**src/rtl/rsc_pkg.sv**
```systemverilog
// package of the room setpoint calculator
// assumes temperatures in signed 0.1 K steps, 16 bits
package rsc_pkg;

    // ------------------------------------------------------------
    // temperature format
    // ------------------------------------------------------------
    localparam int TW = 16;
    typedef logic signed [TW-1:0] rsc_temp_t;

    // ------------------------------------------------------------
    // register byte offsets
    // ------------------------------------------------------------
    localparam logic [7:0] OFS_CTRL      = 8'h00;
    localparam logic [7:0] OFS_BASE      = 8'h04;
    localparam logic [7:0] OFS_OFFSET    = 8'h08;
    localparam logic [7:0] OFS_MODE      = 8'h0c;
    localparam logic [7:0] OFS_MAX_OFF   = 8'h10;
    localparam logic [7:0] OFS_BASE_MIN  = 8'h14;
    localparam logic [7:0] OFS_BASE_MAX  = 8'h18;
    localparam logic [7:0] OFS_STBY_RED  = 8'h1c;
    localparam logic [7:0] OFS_DEAD_ZONE = 8'h20;
    localparam logic [7:0] OFS_STBY_INC  = 8'h24;
    localparam logic [7:0] OFS_NIGHT_INC = 8'h28;
    localparam logic [7:0] OFS_FROST_SP  = 8'h2c;
    localparam logic [7:0] OFS_HEAT_SP   = 8'h30;
    localparam logic [7:0] OFS_STATUS    = 8'h34;

    // ------------------------------------------------------------
    // field positions
    // ------------------------------------------------------------
    localparam int CTRL_ROT_OFFSET = 0;
    localparam int CTRL_HC_AUTO    = 1;
    localparam int CTRL_HC_COOL    = 2;
    localparam int STAT_COOL       = 16;
    localparam int STAT_MODE_LSB   = 17;

    // ------------------------------------------------------------
    // reset values, temperatures in 0.1 K steps
    // ------------------------------------------------------------
    localparam logic [2:0]  RST_CTRL      = 3'h3;
    localparam rsc_temp_t   RST_BASE      = 16'sh00d2;
    localparam rsc_temp_t   RST_MAX_OFF   = 16'sh0014;
    localparam rsc_temp_t   RST_BASE_MIN  = 16'sh0096;
    localparam rsc_temp_t   RST_BASE_MAX  = 16'sh0118;
    localparam rsc_temp_t   RST_STBY_RED  = 16'sh0014;
    localparam rsc_temp_t   RST_DEAD_ZONE = 16'sh0014;
    localparam rsc_temp_t   RST_STBY_INC  = 16'sh0014;
    localparam rsc_temp_t   RST_NIGHT_INC = 16'sh0028;
    localparam rsc_temp_t   RST_FROST_SP  = 16'sh0046;
    localparam rsc_temp_t   RST_HEAT_SP   = 16'sh015e;

    // ------------------------------------------------------------
    // operating modes
    // ------------------------------------------------------------
    typedef enum logic [1:0] {
        MODE_COMFORT,
        MODE_STANDBY,
        MODE_NIGHT,
        MODE_PROTECT
    } rsc_mode_t;

    // configuration carried to the calculation
    typedef struct packed {
        rsc_temp_t max_off;
        rsc_temp_t base_min;
        rsc_temp_t base_max;
        rsc_temp_t stby_red;
        rsc_temp_t dead_zone;
        rsc_temp_t stby_inc;
        rsc_temp_t night_inc;
        rsc_temp_t frost_sp;
        rsc_temp_t heat_sp;
    } rsc_cfg_t;

    // local operator strobes with their values
    typedef struct packed {
        logic      rot_stb;
        rsc_temp_t rot_val;
        logic      mode_stb;
        rsc_mode_t mode_val;
    } rsc_local_t;

endpackage

```
**src/rtl/rsc_calc.sv**
```systemverilog
// room setpoint calculator with an ahb-lite register slave
// assumes local controls and scene/program strobes come from logic on hclk
// Operation
// RL1: heating: base plus offset, reduced, or frost
// RL2: cooling: add dead zone and mode increases
// RL3: cooling protection uses heat protection setpoint
// RL4: offset always relative to base, replaces previous
// RL5: offset clamped to plus minus maximum
// RL6: offset source follows rotary control function
// RL7: bus base write only in offset function
// RL8: base survives bus supply reset
// RL9: base clamped to min and max
// RL10: final setpoint clamped to protection limits
// RL11: heat/cool chosen automatically or by object
// RL12: mode from operator, object, program, scene
// RL13: base is comfort and reduction reference
// RL14: all temperatures signed 0.1 K fixed point
`timescale 1ns/1ps
module rsc_calc (
    input  wire logic                hclk,
    input  wire logic                hresetn,
    input  wire logic                por_n,
    input  wire logic                hsel,
    input  wire logic [31:0]         haddr,
    input  wire logic [1:0]          htrans,
    input  wire logic                hwrite,
    input  wire logic [2:0]          hsize,
    input  wire logic [31:0]         hwdata,
    input  wire logic                hready,
    output logic                     hreadyout,
    output logic                     hresp,
    output logic [31:0]              hrdata,
    input  wire rsc_pkg::rsc_local_t local_in,
    input  wire logic                scene_stb,
    input  wire rsc_pkg::rsc_mode_t  scene_mode,
    input  wire logic                prog_stb,
    input  wire rsc_pkg::rsc_mode_t  prog_mode,
    input  wire rsc_pkg::rsc_temp_t  room_temp,
    output rsc_pkg::rsc_temp_t       setpoint,
    output logic                     cooling,
    output rsc_pkg::rsc_mode_t       active_mode
);

    // ------------------------------------------------------------
    // bus address phase capture
    // ------------------------------------------------------------
    logic       wr_q;
    logic [7:0] wa_q;
    wire        acc   = hsel & htrans[1] & hready;
    wire        wr_en = wr_q;
    wire [15:0] wd    = hwdata[15:0];


    // ------------------------------------------------------------
    // bus response: zero wait, always okay
    // ------------------------------------------------------------

    assign hreadyout = 1'b1;
    assign hresp     = 1'b0;


    always_ff @(posedge hclk or negedge hresetn) begin
        if (!hresetn) begin
            wr_q <= 1'b0;
            wa_q <= 8'h00;
        end else begin
            wr_q <= acc & hwrite;
            wa_q <= haddr[7:0];
        end
    end

    // ------------------------------------------------------------
    // write decode in the data phase
    // ------------------------------------------------------------

    wire w_ctrl  = wr_en && wa_q == rsc_pkg::OFS_CTRL;
    wire w_base  = wr_en && wa_q == rsc_pkg::OFS_BASE;
    wire w_off   = wr_en && wa_q == rsc_pkg::OFS_OFFSET;
    wire w_mode  = wr_en && wa_q == rsc_pkg::OFS_MODE;
    wire w_cfg   = wr_en && wa_q >= rsc_pkg::OFS_MAX_OFF && wa_q <= rsc_pkg::OFS_HEAT_SP;


    // ------------------------------------------------------------
    // control and configuration registers
    // ------------------------------------------------------------
    logic [2:0]         ctrl_q;
    rsc_pkg::rsc_cfg_t  cfg_q;
    rsc_pkg::rsc_temp_t cfg_arr [9];


    wire rot_is_off = ctrl_q[rsc_pkg::CTRL_ROT_OFFSET];
    wire hc_auto    = ctrl_q[rsc_pkg::CTRL_HC_AUTO];
    wire hc_obj     = ctrl_q[rsc_pkg::CTRL_HC_COOL];


    always_ff @(posedge hclk or negedge hresetn) begin
        if (!hresetn) begin
            ctrl_q <= rsc_pkg::RST_CTRL;
        end else if (w_ctrl) begin
            ctrl_q <= hwdata[2:0];
        end
    end

    // ------------------------------------------------------------
    // configuration words
    // ------------------------------------------------------------

    // word index 0..8 of the configuration block
    wire [3:0] cfg_idx = 4'((wa_q - rsc_pkg::OFS_MAX_OFF) >> 2);

    always_ff @(posedge hclk or negedge hresetn) begin
        if (!hresetn) begin
            cfg_q <= '{rsc_pkg::RST_MAX_OFF, rsc_pkg::RST_BASE_MIN, rsc_pkg::RST_BASE_MAX,
                       rsc_pkg::RST_STBY_RED, rsc_pkg::RST_DEAD_ZONE, rsc_pkg::RST_STBY_INC,
                       rsc_pkg::RST_NIGHT_INC, rsc_pkg::RST_FROST_SP, rsc_pkg::RST_HEAT_SP};
        end else if (w_cfg) begin
            unique case (cfg_idx)
                4'h0:    cfg_q.max_off   <= wd;
                4'h1:    cfg_q.base_min  <= wd;
                4'h2:    cfg_q.base_max  <= wd;
                4'h3:    cfg_q.stby_red  <= wd;
                4'h4:    cfg_q.dead_zone <= wd;
                4'h5:    cfg_q.stby_inc  <= wd;
                4'h6:    cfg_q.night_inc <= wd;
                4'h7:    cfg_q.frost_sp  <= wd;
                default: cfg_q.heat_sp   <= wd;
            endcase
        end
    end


    // indexed view of the configuration for reads

    assign cfg_arr[0] = cfg_q.max_off;
    assign cfg_arr[1] = cfg_q.base_min;
    assign cfg_arr[2] = cfg_q.base_max;
    assign cfg_arr[3] = cfg_q.stby_red;
    assign cfg_arr[4] = cfg_q.dead_zone;
    assign cfg_arr[5] = cfg_q.stby_inc;
    assign cfg_arr[6] = cfg_q.night_inc;
    assign cfg_arr[7] = cfg_q.frost_sp;
    assign cfg_arr[8] = cfg_q.heat_sp;

    // ------------------------------------------------------------
    // base setpoint and offset sources
    // ------------------------------------------------------------
    // a bus write to base counts only in offset function  see RL7
    wire bus_base = w_base & rot_is_off;
    // rotary sets base when not used as offset  see RL6
    wire rot_base = local_in.rot_stb & ~rot_is_off;
    wire rot_off  = local_in.rot_stb & rot_is_off;
    wire bus_off  = w_off & ~rot_is_off;


    // clamps of incoming base and offset

    rsc_pkg::rsc_temp_t base_in;
    rsc_pkg::rsc_temp_t base_cl;
    rsc_pkg::rsc_temp_t off_in;
    rsc_pkg::rsc_temp_t off_cl;
    rsc_pkg::rsc_temp_t off_lim_n;

    // base from the selected source
    assign base_in = rot_base ? local_in.rot_val : wd;
    // incoming base limited to its valid window  see RL9
    assign base_cl = (base_in < cfg_q.base_min) ? cfg_q.base_min :
                     (base_in > cfg_q.base_max) ? cfg_q.base_max : base_in;

    // offset from the selected source
    assign off_in    = rot_off ? local_in.rot_val : wd;
    // negative limit of the offset window
    assign off_lim_n = -cfg_q.max_off;
    // symmetric offset window  see RL5
    assign off_cl = (off_in > cfg_q.max_off) ? cfg_q.max_off :
                    (off_in < off_lim_n)     ? off_lim_n     : off_in;

    // ------------------------------------------------------------
    // base register
    // ------------------------------------------------------------

    // base survives the bus-supply reset, only power-on reloads RST_BASE  see RL8
    rsc_pkg::rsc_temp_t base_q;
    always_ff @(posedge hclk or negedge por_n) begin
        if (!por_n) begin
            base_q <= rsc_pkg::RST_BASE;
        end else if (rot_base || bus_base) begin
            base_q <= base_cl;
        end
    end

    // ------------------------------------------------------------
    // offset register
    // ------------------------------------------------------------

    // each new offset replaces the previous one  see RL4
    rsc_pkg::rsc_temp_t off_q;
    always_ff @(posedge hclk or negedge hresetn) begin
        if (!hresetn) begin
            off_q <= '0;
        end else if (rot_off || bus_off) begin
            off_q <= off_cl;
        end
    end

    // ------------------------------------------------------------
    // operating mode, last instruction wins
    // ------------------------------------------------------------
    rsc_pkg::rsc_mode_t mode_q;
    rsc_pkg::rsc_mode_t mode_d;


    // bus object beats operator, program and scene in the same cycle
    assign mode_d = w_mode             ? rsc_pkg::rsc_mode_t'(hwdata[1:0]) :
                    local_in.mode_stb  ? local_in.mode_val :
                    prog_stb           ? prog_mode :
                    scene_stb          ? scene_mode : mode_q;

    always_ff @(posedge hclk or negedge hresetn) begin
        if (!hresetn) begin
            mode_q <= rsc_pkg::MODE_COMFORT;
        end else begin
            mode_q <= mode_d;  // see RL12
        end
    end

    // ------------------------------------------------------------
    // heating / cooling selection
    // ------------------------------------------------------------
    // two guard bits keep sums of four terms from wrapping
    localparam int XW = rsc_pkg::TW + 2;
    typedef logic signed [XW-1:0] ext_t;

    ext_t comfort;
    ext_t cool_on;
    logic cool_q;
    logic cool_d;


    // comfort and cooling thresholds

    // base is the comfort reference  see RL13
    assign comfort = ext_t'(base_q) + ext_t'(off_q);
    assign cool_on = comfort + ext_t'(cfg_q.dead_zone);


    // automatic switching holds inside the dead zone  see RL11
    assign cool_d = !hc_auto                      ? hc_obj :
                    ext_t'(room_temp) > cool_on   ? 1'b1   :
                    ext_t'(room_temp) < comfort   ? 1'b0   : cool_q;

    always_ff @(posedge hclk or negedge hresetn) begin
        if (!hresetn) begin
            cool_q <= 1'b0;
        end else begin
            cool_q <= cool_d;
        end
    end

    // ------------------------------------------------------------
    // setpoint calculation in extended signed width  see RL14
    // ------------------------------------------------------------
    ext_t heat_sp;
    ext_t cool_sp;
    ext_t raw_sp;
    ext_t fin_sp;

    // heating: night uses the standby reduction as well  see RL1
    assign heat_sp = (mode_q == rsc_pkg::MODE_COMFORT) ? comfort :
                     (mode_q == rsc_pkg::MODE_PROTECT) ? ext_t'(cfg_q.frost_sp) :
                     comfort - ext_t'(cfg_q.stby_red);

    // cooling: dead zone plus mode increase  see RL2
    // protection replaces the whole sum  see RL3
    assign cool_sp = (mode_q == rsc_pkg::MODE_COMFORT) ? cool_on :
                     (mode_q == rsc_pkg::MODE_STANDBY) ? cool_on + ext_t'(cfg_q.stby_inc) :
                     (mode_q == rsc_pkg::MODE_NIGHT)   ? cool_on + ext_t'(cfg_q.night_inc) :
                     ext_t'(cfg_q.heat_sp);


    // path chosen by the registered heat/cool state
    assign raw_sp = cool_q ? cool_sp : heat_sp;


    // safety limits from frost and heat protection  see RL10
    assign fin_sp = (raw_sp < ext_t'(cfg_q.frost_sp)) ? ext_t'(cfg_q.frost_sp) :
                    (raw_sp > ext_t'(cfg_q.heat_sp))  ? ext_t'(cfg_q.heat_sp)  : raw_sp;

    // ------------------------------------------------------------
    // setpoint output register
    // ------------------------------------------------------------

    rsc_pkg::rsc_temp_t sp_q;
    always_ff @(posedge hclk or negedge hresetn) begin
        if (!hresetn) begin
            sp_q <= rsc_pkg::RST_BASE;
        end else begin
            sp_q <= rsc_pkg::rsc_temp_t'(fin_sp);
        end
    end


    // outputs

    assign setpoint    = sp_q;
    assign cooling     = cool_q;
    assign active_mode = mode_q;

    // ------------------------------------------------------------
    // read data, registered during the address phase
    // ------------------------------------------------------------
    // read decode on the live address phase
    wire [7:0]  ra      = haddr[7:0];
    wire [3:0]  r_idx   = 4'((ra - rsc_pkg::OFS_MAX_OFF) >> 2);
    wire        r_cfg   = ra >= rsc_pkg::OFS_MAX_OFF && ra <= rsc_pkg::OFS_HEAT_SP;
    // status: mode, cooling, setpoint
    wire [31:0] r_stat  = {13'h0000, mode_q, cool_q, sp_q};
    wire [31:0] r_data  = (ra == rsc_pkg::OFS_CTRL)   ? {29'h00000000, ctrl_q} :
                          (ra == rsc_pkg::OFS_BASE)   ? {16'h0000, base_q} :
                          (ra == rsc_pkg::OFS_OFFSET) ? {16'h0000, off_q} :
                          (ra == rsc_pkg::OFS_MODE)   ? {30'h00000000, mode_q} :
                          (ra == rsc_pkg::OFS_STATUS) ? r_stat :
                          r_cfg                       ? {16'h0000, cfg_arr[r_idx]} : 32'h00000000;


    logic [31:0] rdata_q;
    always_ff @(posedge hclk or negedge hresetn) begin
        if (!hresetn) begin
            rdata_q <= 32'h00000000;
        end else if (acc && !hwrite) begin
            rdata_q <= r_data;
        end
    end

    // read data held until the next read
    assign hrdata = rdata_q;

endmodule

```
**config.mk**
```make
export PLATFORM = sky130hd
export DESIGN_NAME = rsc_calc
export DESIGN_NICKNAME = d
export VERILOG_FILES = /design/src/rtl/rsc_pkg.sv /design/src/rtl/rsc_calc.sv
export SDC_FILE = /design/constraint.sdc
export NUM_CORES = 1
export LEC_CHECK = 0
export ABC_CLOCK_PERIOD_IN_PS = 19350
export BUFFER_PORTS_ARGS = -buffer_cell sky130_fd_sc_hd__buf_4
export CORE_ASPECT_RATIO = 1.1
export CORE_MARGIN = 5
export CORE_UTILIZATION = 59
export DETAILED_ROUTE_END_ITERATION = 10
export PLACE_DENSITY = 0.79
export SLEW_MARGIN = 20
export SYNTH_ARGS = -nofsm -noshare
export SYNTH_HDL_FRONTEND = slang
export SYNTH_SLANG_ARGS = --single-unit
```
**constraint.sdc**
```tcl
create_clock -name hclk -period 19.35 [get_ports hclk]
set_input_delay 2.9025 -clock hclk [delete_from_list [all_inputs] [get_ports hclk]]
set_output_delay 2.9025 -clock hclk [all_outputs]
set_load 0.005 [all_outputs]
```
==> qor.yml <==
die_y_microns: 204
synth_area_leaders: "dfrtp_1, ha_1, mux2_2"
pre_cts_slack_ns: 9.61
ant_nets: 0
layout.nets: 2682
grtUsageMet3_pct: 7.36
slew_headroom_pct: 21.1
overflow: 0
grt_max_degree: 81
setup_viol: 0
wl_mm: 75.0
antenna_cells: 0
cts_root_buf: "clkbuf_16"
place_area_sq_um: 21300
gp_congestion: 1.01
place_inst: 2740
met1_usage_pct: 48.0
setup_ws_ns: 9.35
finalHoldViolCount: 0
dp_hpwl_mm: 59.1
synth_area_leader_cell: "dfrtp_1"
power.leakage_nw: 10.5
rows: 71
synth_edf_count: 0
status: "complete, no violations"
cts_resized: 0
grt_pass1_wl_mm: 112
fmax_mhz: 100
num_io_pins: 170
synth_area_sq_um: 20200
crit_type: "register to register"
setup_tns_ns: 0
port_buffers: 110
cpMaxStageDelayCell: "o21ai_0"
synthArstFlopShare_pct: 100
cp-end-kind: "register"
use_met2_pct: 59.6
cts_max_path_buffers: 3
die_w_microns: 186
peakVddDrop_v: 0.0000743
seq_area_frac_synth_pct: 28.2
pwr_density_cell_nw_per_um2: 118
synth_cells: 2274
cpMostUsedCell: "ha_1"
clk_latency_ns: 0.57
core_area_sq_um: 34000
layout_min_cycle_time_ns: 10.0
cts_tree: "yes"
area_growth_syn_to_layout_pct: 10.1
die-area_sq_um: 38000
grt.total_usage_pct: 38.1
vias_per_cell: 6.82
cts_max_level: 1
finalMaxSlewViolations: 0
ff_latch_area_sq_um: 5700
cp_max_fo: 16
cts_buffers: 27
cpPeakStageDelay_ns: 0.85
wire_per_inst_microns: 26.9
ys_warn_count: 0
yosys_most_used_dff: "dfrtp_1"
gr-max-usage-layer: "met2"
postCtsHoldBufs: 0
critPathRequiredTime_ns: 19.81
design_area_sq_um: 22200
multi_input_area_sq_um: 13300
cts.sinks: 226
yosysTopAreaCellShare_pct: 23.6
final_core_util_pct: 65.3
fin_skew_ns: 0.0256
drive_above_1_share_pct: 17.6
start_util_pct: 59.3
first_iter_violations: 2097
rsz0062_at_grt: "false"
fin_crit_sh_pct: 51.7
fin_cells: 2790
first_global_vias: 18369
ys_types: 102
antenna_found_initial: 1
vias: 19023
drt_first_pass_iters: 6
cap_violations: 0
arrival_ns: 10.45
clk_pin_slew_worst_paths_ns: 0.07
avgSynthCellArea_sq_um: 8.88
ys_ff_latch: 226
nFillCells: 2855
drc_errors: 0
hold_path_class: "register to register"
worstMarginPinSlew_ns: 1.18
worstSetupStartpointType: "register"
cp_top_family: "compound AO/OA/AOI/OAI gates"
postCtsSetupBuffers: 0
path_buf_inv: 3
[metal layers]
layer,vias up,share of wire [%]
met5,-,0
met4,0,8.6
met3,300,9.9
met2,1083,44
met1,9161,37
li1,8479,-
[report_power, final]
| part | internal (mW) | switching [mW] |
|---|---|---|
| registers | 0.522 | 0.0542 |
| clock network | 0.307 | 0.231 |
| logic | 0.579 | 0.924 |
| total | 1.41 | 1.21 |
[cells in the final DEF (no fill, tap or decap), types with 21 or more instances in the layout]
| cell type | synthesis | layout |
|---|---|---|
| a211oi_1 | 27 | 27 |
| a21o_1 | 50 | 50 |
| a21oi_1 | 114 | 114 |
| a22o_1 | 22 | 22 |
| a22oi_1 | 30 | 30 |
| buf_4 | 18 | 134 |
| clkbuf_16 | 0 | 27 |
| dfrtp_1 | 190 | 190 |
| dfstp_2 | 36 | 36 |
| ha_1 | 229 | 229 |
| inv_1 | 172 | 172 |
| mux2_2 | 97 | 97 |
| mux2i_1 | 34 | 34 |
| mux4_2 | 41 | 41 |
| nand2_1 | 244 | 244 |
| nand2b_1 | 29 | 29 |
| nand3_1 | 52 | 52 |
| nand4_1 | 21 | 21 |
| nor2_1 | 112 | 110 |
| nor2b_1 | 27 | 26 |
| nor3_1 | 29 | 28 |
| o211ai_1 | 40 | 40 |
| o21ai_0 | 198 | 198 |
| xnor2_1 | 39 | 39 |
| xor2_1 | 21 | 21 |
[cells by family (layout without fill, tap and decap cells)]
kind of cell               after synthesis  count (layout)  synth area share, %
AOI/OAI and AO/OA                      677             677                 22.2
and+or+nand+nor                        605             605                 14.3
buffers and inverters                  296             361                 6.06
adders and majority gates              234             234                 14.7
DFF                                    226             226                 28.2
muxes                                  173             173                 11.7
xor gates and xnor gates                61              61                 2.68
other                                    2              15               0.0372
[worst register-to-register path: cells and delay by family (launching register included)]
family	cells	cell delay [ns]
XOR/XNOR	1	0.53
AO/OA/AOI/OAI	11	4.39
adder cells (fa/ha/maj)	5	1.61
AND/OR/NAND/NOR	8	2.21
multiplexers	1	0.28
flip-flops	1	0.41
buffers and inverters	3	0.43
[worst paths after layout]
kind,start,slack [ns],depth (start not counted),end
hold / removal,hrdata[3]$_DFFE_PN0P_,0.48,2,hrdata[3]$_DFFE_PN0P_
hold reg to reg,hrdata[3]$_DFFE_PN0P_,0.48,2,hrdata[3]$_DFFE_PN0P_
setup / recovery,base_q[0]$_DFFE_PN0P_,9.35,29,setpoint[7]$_DFF_PN1_
max in group asynchronous,hresetn,15.25,3,cooling$_DFFE_PN0P_
setup reg to reg,base_q[0]$_DFFE_PN0P_,9.35,29,setpoint[7]$_DFF_PN1_
min in group asynchronous,por_n,2.20,1,base_q[5]$_DFFE_PN0P_
[state kept, by name, summed over array words and instances (netlist names)]
name / count
cfg_arr: 144
hrdata: 19
base_q: 16
off_q: 16
setpoint: 16
wa_q: 8
ctrl_q: 3
active_mode: 2
cooling: 1
wr_en: 1
[area by class of cell]
class | instances | share of cell area, %
multi-input combinational | 1765 | 60.1
sequential | 226 | 25.7
timing repair buffer | 137 | 4.69
clock buffer | 33 | 3.37
inverter | 174 | 2.94
tap | 438 | 2.47
clock inverter | 17 | 0.817
[cells in the mapped netlist (7+ instances only)]
cell type,number
nand2_1,244
ha_1,229
o21ai_0,198
dfrtp_1,190
inv_1,172
a21oi_1,114
nor2_1,112
mux2_2,97
clkbuf_1,79
nand3_1,52
a21o_1,50
mux4_2,41
o211ai_1,40
xnor2_1,39
dfstp_2,36
mux2i_1,34
a22oi_1,30
nand2b_1,29
nor3_1,29
a211oi_1,27
nor2b_1,27
a22o_1,22
nand4_1,21
xor2_1,21
and3_1,19
o21a_1,19
buf_4,18
o21ai_1,18
a31oi_1,15
or3_1,15
a2111oi_0,12
o22ai_1,12
o31ai_1,12
buf_1,11
buf_2,10
a31o_2,8
and2_1,8
o2111ai_1,8
a211o_1,7
a221o_1,7
nor4_1,7
o221ai_1,7
[stage by stage]
stage / hold WS [ns] / power [mW]
2_1_floorplan: 0.464 / 1.58
3_3_place_gp: 0.467 / 2.01
3_5_place_dp: 0.471 / 2.04
4_1_cts: 0.485 / 2.58
5_1_grt: 0.514 / 2.76
6_report: 0.482 / 2.62
No activity file was read; power rests on OpenSTA's default activity.
